`src/rtl/asr_pkg.sv`:
```
// package for the status readback bank: offsets, layouts, codes
package asr_pkg;
  // ----------------------------------------------------------------
  // register offsets
  // ----------------------------------------------------------------
  localparam logic [7:0] OFF_OP_STATE = 8'h00;
  localparam logic [7:0] OFF_BUF_FILL = 8'h01;
  localparam logic [7:0] OFF_SUM_PROG = 8'h02;
  localparam logic [7:0] OFF_FIRST_ALARM = 8'h03;
  localparam logic [7:0] OFF_SCAN_STATE = 8'h04;
  localparam logic [7:0] OFF_CH0_LOW = 8'h08;
  localparam logic [7:0] OFF_CH0_HIGH = 8'h09;
  localparam logic [7:0] OFF_CH1_LOW = 8'h0A;
  localparam logic [7:0] OFF_CH1_HIGH = 8'h0B;
  // ----------------------------------------------------------------
  // field positions
  // ----------------------------------------------------------------
  localparam int FAST_LINK_POS = 2;
  localparam int ALARM_CH_POS = 4;
  localparam int SCAN_POS = 1;
  // ----------------------------------------------------------------
  // reset value and fill count limit
  // ----------------------------------------------------------------
  localparam logic [7:0] RST_BYTE = 8'h00;
  localparam logic [4:0] BUF_FILL_MAX = 5'h10;
  // ----------------------------------------------------------------
  // operating state codes
  // ----------------------------------------------------------------
  typedef enum logic [1:0] {
    ASR_OP_MANUAL = 2'h0,
    ASR_OP_UNUSED = 2'h1,
    ASR_OP_AUTO = 2'h2,
    ASR_OP_PRECISE = 2'h3
  } asr_op_t;
  // ----------------------------------------------------------------
  // scan state codes
  // ----------------------------------------------------------------
  typedef enum logic [1:0] {
    ASR_SCAN_OFF = 2'h0,
    ASR_SCAN_ON = 2'h1,
    ASR_SCAN_UNUSED = 2'h2,
    ASR_SCAN_ERR = 2'h3
  } asr_scan_t;
  // ----------------------------------------------------------------
  // live status carried in from the converter core
  // ----------------------------------------------------------------
  typedef struct packed {
    logic fast_link_flag;
    asr_op_t operating_state_code;
    logic [4:0] buffer_fill_count;
    logic [3:0] sum_count;
    logic alarm_event;
    logic alarm_channel;
    logic scan_enabled;
    logic scan_error;
    logic sum_done;
    logic [15:0] chan0_sum;
    logic [15:0] chan1_sum;
  } asr_status_t;
endpackage : asr_pkg

```
`src/rtl/asr_bank.sv`:
```
// read-only status register bank with byte read port
`timescale 1ns/100ps
//
// Function
// - every reserved bit in these registers reads as zero.
// - bit 2 of the operating state register reads 1 while the link is fast.
// - bits 1-0 report 00 manual, 10 autonomous, 11 precision, never 01.
// - the five-bit fill count reports 0 to 16 filled buffer entries.
// - bits 3-0 report accumulations done as of the last finished conversion.
// - bit 4 of the alarm source holds the channel that alarmed first; bits 7-5 read zero.
// - scan state bits 2-1 read 00 off, 01 on, 11 on with error, never 10.
// - channel zero sum reads low byte at 8h and high byte at 9h, reset zero.
// - channel one sum low byte reads at Ah, read-only, reset zero.
// - channel one sum high byte reads at Bh, read-only, reset zero.
module asr_bank (
  input wire logic clock_in,
  input wire logic rst_in,
  input wire logic soft_rst_in,
  input wire asr_pkg::asr_status_t status_in,
  input wire logic rd_en_in,
  input wire logic wr_en_in,
  input wire logic [7:0] addr_in,
  input wire logic [7:0] wr_data_in,
  output logic [7:0] rd_data_out,
  output logic rd_valid_out
);
  logic clr;
  logic [7:0] op_state_r;
  logic [7:0] buf_fill_r;
  logic [7:0] sum_prog_r;
  logic [7:0] first_alarm_r;
  logic [7:0] scan_state_r;
  logic [15:0] ch0_sum_r;
  logic [15:0] ch1_sum_r;
  logic alarm_held_r;
  logic [7:0] rd_nxt;

  assign clr = rst_in | soft_rst_in;

  // ----------------------------------------------------------------
  // status capture
  // ----------------------------------------------------------------
  always_ff @(posedge clock_in) begin
    if (clr) begin
      op_state_r <= asr_pkg::RST_BYTE;
    end else begin
      op_state_r <= asr_pkg::RST_BYTE;
      op_state_r[asr_pkg::FAST_LINK_POS] <= status_in.fast_link_flag;
      if (status_in.operating_state_code != asr_pkg::ASR_OP_UNUSED) begin
        op_state_r[1:0] <= status_in.operating_state_code;
      end else begin
        op_state_r[1:0] <= op_state_r[1:0];
      end
    end
  end

  always_ff @(posedge clock_in) begin
    if (clr) begin
      buf_fill_r <= asr_pkg::RST_BYTE;
    end else if (status_in.buffer_fill_count > asr_pkg::BUF_FILL_MAX) begin
      buf_fill_r <= {3'h0, asr_pkg::BUF_FILL_MAX};
    end else begin
      buf_fill_r <= {3'h0, status_in.buffer_fill_count};
    end
  end

  always_ff @(posedge clock_in) begin
    if (clr) begin
      sum_prog_r <= asr_pkg::RST_BYTE;
      ch0_sum_r <= {2{asr_pkg::RST_BYTE}};
      ch1_sum_r <= {2{asr_pkg::RST_BYTE}};
    end else if (status_in.sum_done) begin
      sum_prog_r <= {4'h0, status_in.sum_count};
      ch0_sum_r <= status_in.chan0_sum;
      ch1_sum_r <= status_in.chan1_sum;
    end
  end

  always_ff @(posedge clock_in) begin
    if (clr) begin
      first_alarm_r <= asr_pkg::RST_BYTE;
      alarm_held_r <= 1'h0;
    end else if (status_in.alarm_event && !alarm_held_r) begin
      first_alarm_r <= asr_pkg::RST_BYTE;
      first_alarm_r[asr_pkg::ALARM_CH_POS] <= status_in.alarm_channel;
      alarm_held_r <= 1'h1;
    end
  end

  always_ff @(posedge clock_in) begin
    if (clr) begin
      scan_state_r <= asr_pkg::RST_BYTE;
    end else begin
      scan_state_r <= asr_pkg::RST_BYTE;
      if (!status_in.scan_enabled) begin
        scan_state_r[asr_pkg::SCAN_POS +: 2] <= asr_pkg::ASR_SCAN_OFF;
      end else if (status_in.scan_error) begin
        scan_state_r[asr_pkg::SCAN_POS +: 2] <= asr_pkg::ASR_SCAN_ERR;
      end else begin
        scan_state_r[asr_pkg::SCAN_POS +: 2] <= asr_pkg::ASR_SCAN_ON;
      end
    end
  end

  // ----------------------------------------------------------------
  // read port; writes have no path into any register
  // ----------------------------------------------------------------
  always_comb begin
    case (addr_in)
      asr_pkg::OFF_OP_STATE: rd_nxt = op_state_r;
      asr_pkg::OFF_BUF_FILL: rd_nxt = buf_fill_r;
      asr_pkg::OFF_SUM_PROG: rd_nxt = sum_prog_r;
      asr_pkg::OFF_FIRST_ALARM: rd_nxt = first_alarm_r;
      asr_pkg::OFF_SCAN_STATE: rd_nxt = scan_state_r;
      asr_pkg::OFF_CH0_LOW: rd_nxt = ch0_sum_r[7:0];
      asr_pkg::OFF_CH0_HIGH: rd_nxt = ch0_sum_r[15:8];
      asr_pkg::OFF_CH1_LOW: rd_nxt = ch1_sum_r[7:0];
      asr_pkg::OFF_CH1_HIGH: rd_nxt = ch1_sum_r[15:8];
      default: rd_nxt = asr_pkg::RST_BYTE;
    endcase
  end

  always_ff @(posedge clock_in) begin
    if (rst_in) begin
      rd_data_out <= asr_pkg::RST_BYTE;
      rd_valid_out <= 1'h0;
    end else begin
      rd_valid_out <= rd_en_in && !wr_en_in;
      rd_data_out <= (rd_en_in && !wr_en_in) ? rd_nxt : asr_pkg::RST_BYTE;
    end
  end
endmodule : asr_bank

```
`config.mk`:
```
export PLATFORM = sky130hd
export DESIGN_NAME = asr_bank
export DESIGN_NICKNAME = d
export VERILOG_FILES = /design/src/rtl/asr_pkg.sv /design/src/rtl/asr_bank.sv
export SDC_FILE = /design/constraint.sdc
export NUM_CORES = 1
export LEC_CHECK = 0
export ABC_AREA = 1
export BUFFER_PORTS_ARGS = -buffer_cell sky130_fd_sc_hd__buf_4
export CORE_UTILIZATION = 30
export CTS_BUF_LIST = sky130_fd_sc_hd__clkbuf_8
export CTS_CLUSTER_DIAMETER = 50
export DETAILED_ROUTE_END_ITERATION = 10
export GPL_TIMING_DRIVEN = 1
export SETUP_SLACK_MARGIN = 0.1
export SYNTH_ARGS = -nofsm -noshare
export SYNTH_HDL_FRONTEND = slang
export SYNTH_SLANG_ARGS = --single-unit
```
`constraint.sdc`:
```
create_clock -name clock_in -period 1 [get_ports clock_in]
set_clock_uncertainty 0.05 [all_clocks]
set_input_delay 0.2 -clock clock_in [delete_from_list [all_inputs] [get_ports clock_in]]
set_output_delay 0.2 -clock clock_in [all_outputs]
set_load 0.01 [all_outputs]
```
* Word level (Yosys, flattened, before mapping)
Cells that the tools add are included.
** Operators by class
- Magnitude comparators :: 1
- Equal/unequal tests :: 9
- Multiplexer cells :: 3
- Bitwise gates (word level) :: 3
- Reductions and logical operators :: 8
** Operators by type and width (number)
- $pmux W8 S9 :: 1
- $eq A8 B4 Y1 const B :: 4
- $eq A8 B2 Y1 const B :: 2
- $eq A8 B1 Y1 const B :: 1
- $eq A8 B3 Y1 const B :: 1
- $logic_not A8 Y1 :: 1
- $reduce_or A2 Y1 :: 3
- $gt A5 B5 Y1 const B :: 1
- $mux W5 :: 1
- $logic_and A1 B1 Y1 :: 2
- $logic_not A1 Y1 :: 2
- $mux W2 :: 1
- $ne A2 B1 Y1 const B :: 1
- $not A1 Y1 :: 2
- $or A1 B1 Y1 :: 1
** Word-level totals
- Flip-flop bits (word level) :: 71
- Bits of input ports :: 70
- Output and inout port bits :: 9
- Word-level logic and storage cells :: 38

* Logic depth before layout (Yosys ltp)
Gate-level depths: netlist (run 1).
- Depth in word-level cells :: 4
- Mapped depth :: 9

* Worst setup path after synthesis (run 1)
Ideal clock, no wire load.
- Kind :: input port to flip-flop
- From :: in addr_in[7]
- To :: reg rd_data_out[3]
- Arrival :: 0.968 ns
- Required time :: 0.880 ns
- Path slack :: -0.088 ns
- Stages on the path :: 9
- Path buffers :: 2
- Cells stage by stage :: nor2_1 > nand2_2 > inv_2 > buf_6 > buf_8 > nand3_1 > nand2_1 > inv_1 > a21oi_1
** Between the ends
- Longest elaborated chain between the ends :: 2
** Ends and longest elaborated chain
- start, declared :: line asr_bank.sv:22 : input wire logic [7:0] addr_in,
- $eq A8 B4 Y1, or another cell as far along :: line asr_bank.sv:109 : case (addr_in)
- $pmux W8 S9 * :: line asr_bank.sv:109
- end signal, assigned :: line asr_bank.sv:125 : rd_data_out <= asr_pkg::RST_BYTE;
- end signal, assigned :: line asr_bank.sv:129 : rd_data_out <= (rd_en_in && !wr_en_in) ? rd_nxt : asr_pkg::RST_BYTE;
- end, declared :: line asr_bank.sv:24 : output logic [7:0] rd_data_out,
Every way passes the cells marked *; elsewhere a longest branch is shown, timed or not.
A chain may end at the register's enable or synchronous reset.

* Worst setup path in the final report (run 1)
- From :: reg rd_data_out[1]
- To :: out rd_data_out[1]
No word-level cell between the ends.

==> impl_metrics.ini, run 1 <==
[sta]
min_period_ps = 1030
grt_setup_unrepaired = true
setup_viol = 8
fin_crit_sh = 1.03
hold-worst-slack_ps = 22.2
fin_ws_ps = -25.9
max_freq_mhz = 975
hold_viol_final = 0
worst_pin_slew_ps = 289
slew-limit-headroom = 0.807
finalMaxSlewViolations = 0

[worst_setup_path]
max_stage_delay_ps = 330
cp_cell_sequence = buf_6
crit_start = rd_data_out[1]
critical_path.slowest_cell = dfxtp_2
start_kind = register
crit_fanout = 1
critPathTopFamily = flip-flops
r2r-end = rd_data_out[0]
crit_type = register to primary output
arrival_ps = 780
cp_num_buf_inv = 1
endpoint_kind = primary output
r2r_setup_slack_ps = 110
r2r_start = sum_prog_r[0]
reg2reg_depth = 3
crit_required_ps = 750

[power]
power_density_nw_per_um2 = 1430
p_leak_nw = 1.66
internal_power_mw = 4.24
swShare = 0.222
finalPower_mw = 5.45
p_clk_frac = 0.450
power_frac_seq = 0.436
vdd_drop_max_mv = 0.652
p_sw_mw = 1.21
combPwrFrac = 0.114

[job]
maxCapViolCount = 0

[die]
die_w_um = 91.6
dieArea_sq_um = 8400
std_cell_rows = 32
die_height_um = 91.6
io_pins = 79
start_util = 0.310
core_sq_um = 7770

[place]
port_buffers = 70
place_congestion = 0.908
dp_hpwl_um = 4770
place_area_sq_um = 3140

[finish]
stdcell_area_sq_um = 3800
layout_common_cells = nand2_1, buf_4, dfxtp_1
n_antenna_cell = 0
finalNetCount = 504
post-route-util = 0.490
areaGrowthSynthToFinish_pct = 57.8
drive_gt1_frac = 0.402
final_common_cell = nand2_1

[min_path]
min-delay-start = status_in[41]
worst_hold_path.num_cells = 3
min_to = buf_fill_r[0]
min_path_type = input port to register

[drt]
via_per_inst = 4.66
route.detailed.drc = 0
routed-via-count = 2518
initialDrtViolationCount = 157
drt_pass1_iterations = 4
wl_per_cell_um = 13.5
ant_nets = 0
wl_um = 7300

[grt]
grt_pass1_vias = 2278
antenna_found_initial = 0
grt-ovfl-total = 0
grt_max_degree = 46
grt_pass1_wl_um = 10800
grt_use_total = 0.168

[synthesis]
yosysUniqueCellTypes = 24
yosysSeqAreaShare = 0.474
syn_inst = 339
ys_ff_latch = 57
syn-num-nets = 409
synth.cell_area_sq_um = 2410
avgSynthCellArea_sq_um = 7.11
ys_warn_count = 0

[cts]
htreeDepth = 3
clkSlewWorstSetupHoldPaths_ps = 60
clock_path_buffers = 2
cts_tree = built
cts_buffers = 9
cts_root_buf = clkbuf_8
cts.sinks = 57
clk_latency_ps = 330

[run_status]
violations = negative setup slack
status = complete, but fails checks
-- logic make-up (layout without fill, tap and decap cells) --
group | count (synthesis) | after routing | share of synthesized area
flops | 57 | 57 | 0.474
simple gates | 174 | 174 | 0.313
compound gates | 61 | 61 | 0.129
buf+inv | 47 | 146 | 0.0846
-- power by group through the flow --
stage	registers, mW	clock network (mW)	logic (mW)
after floorplan	2.41	0	0.227
after global placement	2.42	0	0.496
after detailed placement	2.42	0	0.503
after CTS	2.37	2.49	0.548
after global routing	2.38	2.61	0.676
final	2.38	2.45	0.622
-- layer usage --
layer / GRT usage / share of wire / wire length (um) / vias to the layer above
met5: 0 / 0 / 0 / -
li1: - / - / - / 1270
met4: 0.0595 / 0.013 / 96 / 0
met2: 0.266 / 0.49 / 3550 / 82
met3: 0.0489 / 0.060 / 435 / 6
met1: 0.216 / 0.44 / 3230 / 1160
-- worst max path at each step --
| stage | endpoint | cells after the start |
|---|---|---|
| floorplan | rd_data_out[3] | 9 |
| global placement | rd_data_out[0] | 9 |
| detailed placement | rd_data_out[0] | 9 |
| CTS | rd_data_out[1] | 1 |
| global route | rd_data_out[1] | 1 |
| finish | rd_data_out[1] | 1 |
-- area by class of cell --
class                           count  area, sq um
Fill cell                         755         3970
Multi-Input combinational cell    235         1280
Sequential cell                    57         1150
Timing Repair Buffer               98          858
Clock buffer                       12          165
Inverter                           33          151
Tap cell                          102          128
Clock inverter                      3         63.8
-- stage by stage --
step           cells  setup slack, ps  TNS [ps]
3_3_place_gp     514             -383     -5590
4_1_cts          533            -39.5      -187
5_1_grt          540            -56.8      -387
3_5_place_dp     514             -370     -6490
6_report         540            -25.9     -76.7
2_1_floorplan    339            -47.3      -222
-- state kept, by name, summed over array words and instances (netlist names) --
signal,flops
ch0_sum_r,16
ch1_sum_r,16
rd_data_out,8
buf_fill_r,5
sum_prog_r,4
op_state_r,3
scan_state_r,2
alarm_held_r,1
first_alarm_r,1
rd_valid_out,1
-- worst reg2reg max path, cell delays in order, from the launching register on --
cell     delay (ps)
dfxtp_1         320
and3_1          210
nor2_4          120
a21oi_2          60
-- what timing repair did --
action | 4_1_cts | 5_1_grt
hold buffers | 0 | 0
cloned | 1 | 1
endpoints found under the setup margin | 17 | 17
pin swaps | 14 | 24
resized for setup | 49 | 53
buffers inserted | 3 | 6
-- cell usage after synthesis (all sizes together) --
master / number / area share
and3: 2 / 0.0052
nand2: 95 / 0.15
nor2: 43 / 0.076
o21ai: 15 / 0.031
nor3: 3 / 0.0083
o211ai: 1 / 0.0031
nand3: 31 / 0.071
inv: 32 / 0.050
clkbuf: 7 / 0.011
clkinv: 1 / 0.0016
dfxtp: 57 / 0.47
buf: 7 / 0.022
a21oi: 42 / 0.087
o22ai: 3 / 0.0078
Power figures use the tool's default switching activity.
==> run 2, diff against run 1 <==
--- a/config.mk
+++ b/config.mk
@@ -12,7 +12,9 @@
 export CTS_CLUSTER_DIAMETER = 50
 export DETAILED_ROUTE_END_ITERATION = 10
 export GPL_TIMING_DRIVEN = 1
+export REMOVE_ABC_BUFFERS = 1
 export SETUP_SLACK_MARGIN = 0.1
+export SLEW_MARGIN = 20
 export SYNTH_ARGS = -nofsm -noshare
 export SYNTH_HDL_FRONTEND = slang
 export SYNTH_SLANG_ARGS = --single-unit
==> run 2 against run 1 <==
- largest cell class unchanged
- highest routed layer unchanged
- the flow still finishes with violations (negative setup slack)
- sequential cell count stayed put
- register-to-register slack better by 20 ps
- sequential power hardly changed
- final cell count is 0.56% lower
- wire length is 8.5% lower
==> impl_metrics.ini, run 2 (same netlist as run 1, synthesis figures left out) <==
[place]
post-place-ws_ps = -481
port_buffers = 70
place_area_sq_um = 3190
dp_hpwl_um = 4850
place_congestion = 0.881

[sta]
setup_viol = 9
hold_viol_final = 0
fin_crit_sh = 1.03
finalMaxSlewViolations = 0
max_freq_mhz = 972
fin_ws_ps = -28.6
slew-limit-headroom = 0.816
grt_setup_unrepaired = true
setup_tns_ps = -159
hold-worst-slack_ps = 35.0
min_period_ps = 1030
worst_pin_slew_ps = 276

[worst_setup_path]
crit_type = register to primary output
crit_required_ps = 750
max_stage_delay_ps = 330
cp_cell_sequence = buf_6
critPathTopFamily = flip-flops
cp_num_buf_inv = 1
crit_fanout = 1
critical_path.slowest_cell = dfxtp_2
arrival_ps = 780
endpoint_kind = primary output
start_kind = register

[finish]
drive_gt1_frac = 0.379
finalNetCount = 500
fill_cells = 777
reg_top3 = ch0_sum_r: 16 flops, ch1_sum_r: 16 flops, rd_data_out: 8 flops
layout_common_cells = nand2_1, buf_4, dfxtp_1
post-route-util = 0.478
stdcell_area_sq_um = 3710
final_common_cell = nand2_1
areaGrowthSynthToFinish_pct = 54.2
n_antenna_cell = 0

[drt]
wl_per_cell_um = 12.4
routed-via-count = 2398
route.detailed.drc = 0
initialDrtViolationCount = 97
ant_nets = 0
wl_um = 6680
via_per_inst = 4.47
drt_pass1_iterations = 4

[job]
maxCapViolCount = 0

[cts]
clock_path_buffers = 2
cts_tree = built
clkSlewWorstSetupHoldPaths_ps = 60
cts_root_buf = clkbuf_8
clk_latency_ps = 340
htreeDepth = 3
cts.sinks = 57
cts_buffers = 9

[power]
p_sw_mw = 1.25
p_clk_frac = 0.466
power_density_nw_per_um2 = 1490
swShare = 0.225
power_frac_seq = 0.427
combPwrFrac = 0.107
internal_power_mw = 4.30
vdd_drop_max_mv = 0.534
p_leak_nw = 1.63

[grt]
grt_max_degree = 33
grt-ovfl-total = 0
grt_pass1_wl_um = 10700
antenna_found_initial = 0
grt_use_total = 0.165
grt_pass1_vias = 2268

[die]
dieArea_sq_um = 8400
io_pins = 79
core_sq_um = 7770
die_w_um = 91.6
start_util = 0.310
die_height_um = 91.6
std_cell_rows = 32

[run_status]
violations = negative setup slack
status = complete, but fails checks

[min_path]
min_path_type = input port to register
run 2: path summary, 6_finish.rpt:
kind / start / to / slack [ps] / cells past startpoint
hold reg to reg: ch0_sum_r[7] / ch0_sum_r[7] / 410 / 2
setup reg to reg: ch0_sum_r[10] / rd_data_out[2] / 130 / 4
hold / removal: status_in[48] / op_state_r[2] / 40 / 3
setup / recovery: rd_data_out[3] / rd_data_out[3] / -30 / 1
run 2: per-layer routing:
layer | global-route usage | wire length [um] | part of all wire
met2 | 0.249 | 3060 | 0.46
met4 | 0.0569 | 97 | 0.015
met1 | 0.224 | 3130 | 0.47
met5 | 0 | 0 | 0
met3 | 0.0464 | 390 | 0.058
run 2: what timing repair did:
action	4_1_cts	5_1_grt
endpoints found under the setup margin	16	17
resized for setup	49	35
pin swaps	9	17
setup buffers	0	1
endpoints found under the hold margin	1	0
hold buffers	1	0
run 2: cell type report:
type	instances	area, sq um	share of cell area
clock buffer	9	124	0.0333
clock inverter	7	118	0.0317
inverter	33	136	0.0367
multi-input combinational	235	1230	0.332
sequential	57	1150	0.310
tap	102	128	0.0344
timing repair buffer	94	825	0.222
run 2: stage by stage:
stage	cells	power, mW
after floorplan	325	2.60
after global placement	519	2.94
after detailed placement	519	2.95
after CTS	536	5.58
after global routing	537	5.80
final	537	5.55
run 2: power groups by stage:
| stage | Clock, mW | Sequential (mW) | Combinational (mW) |
|---|---|---|---|
| global placement | 0 | 2.42 | 0.519 |
| global route | 2.77 | 2.38 | 0.652 |
| detailed placement | 0 | 2.42 | 0.526 |
| finish | 2.59 | 2.37 | 0.591 |
| CTS | 2.64 | 2.37 | 0.565 |
| floorplan | 0 | 2.41 | 0.187 |
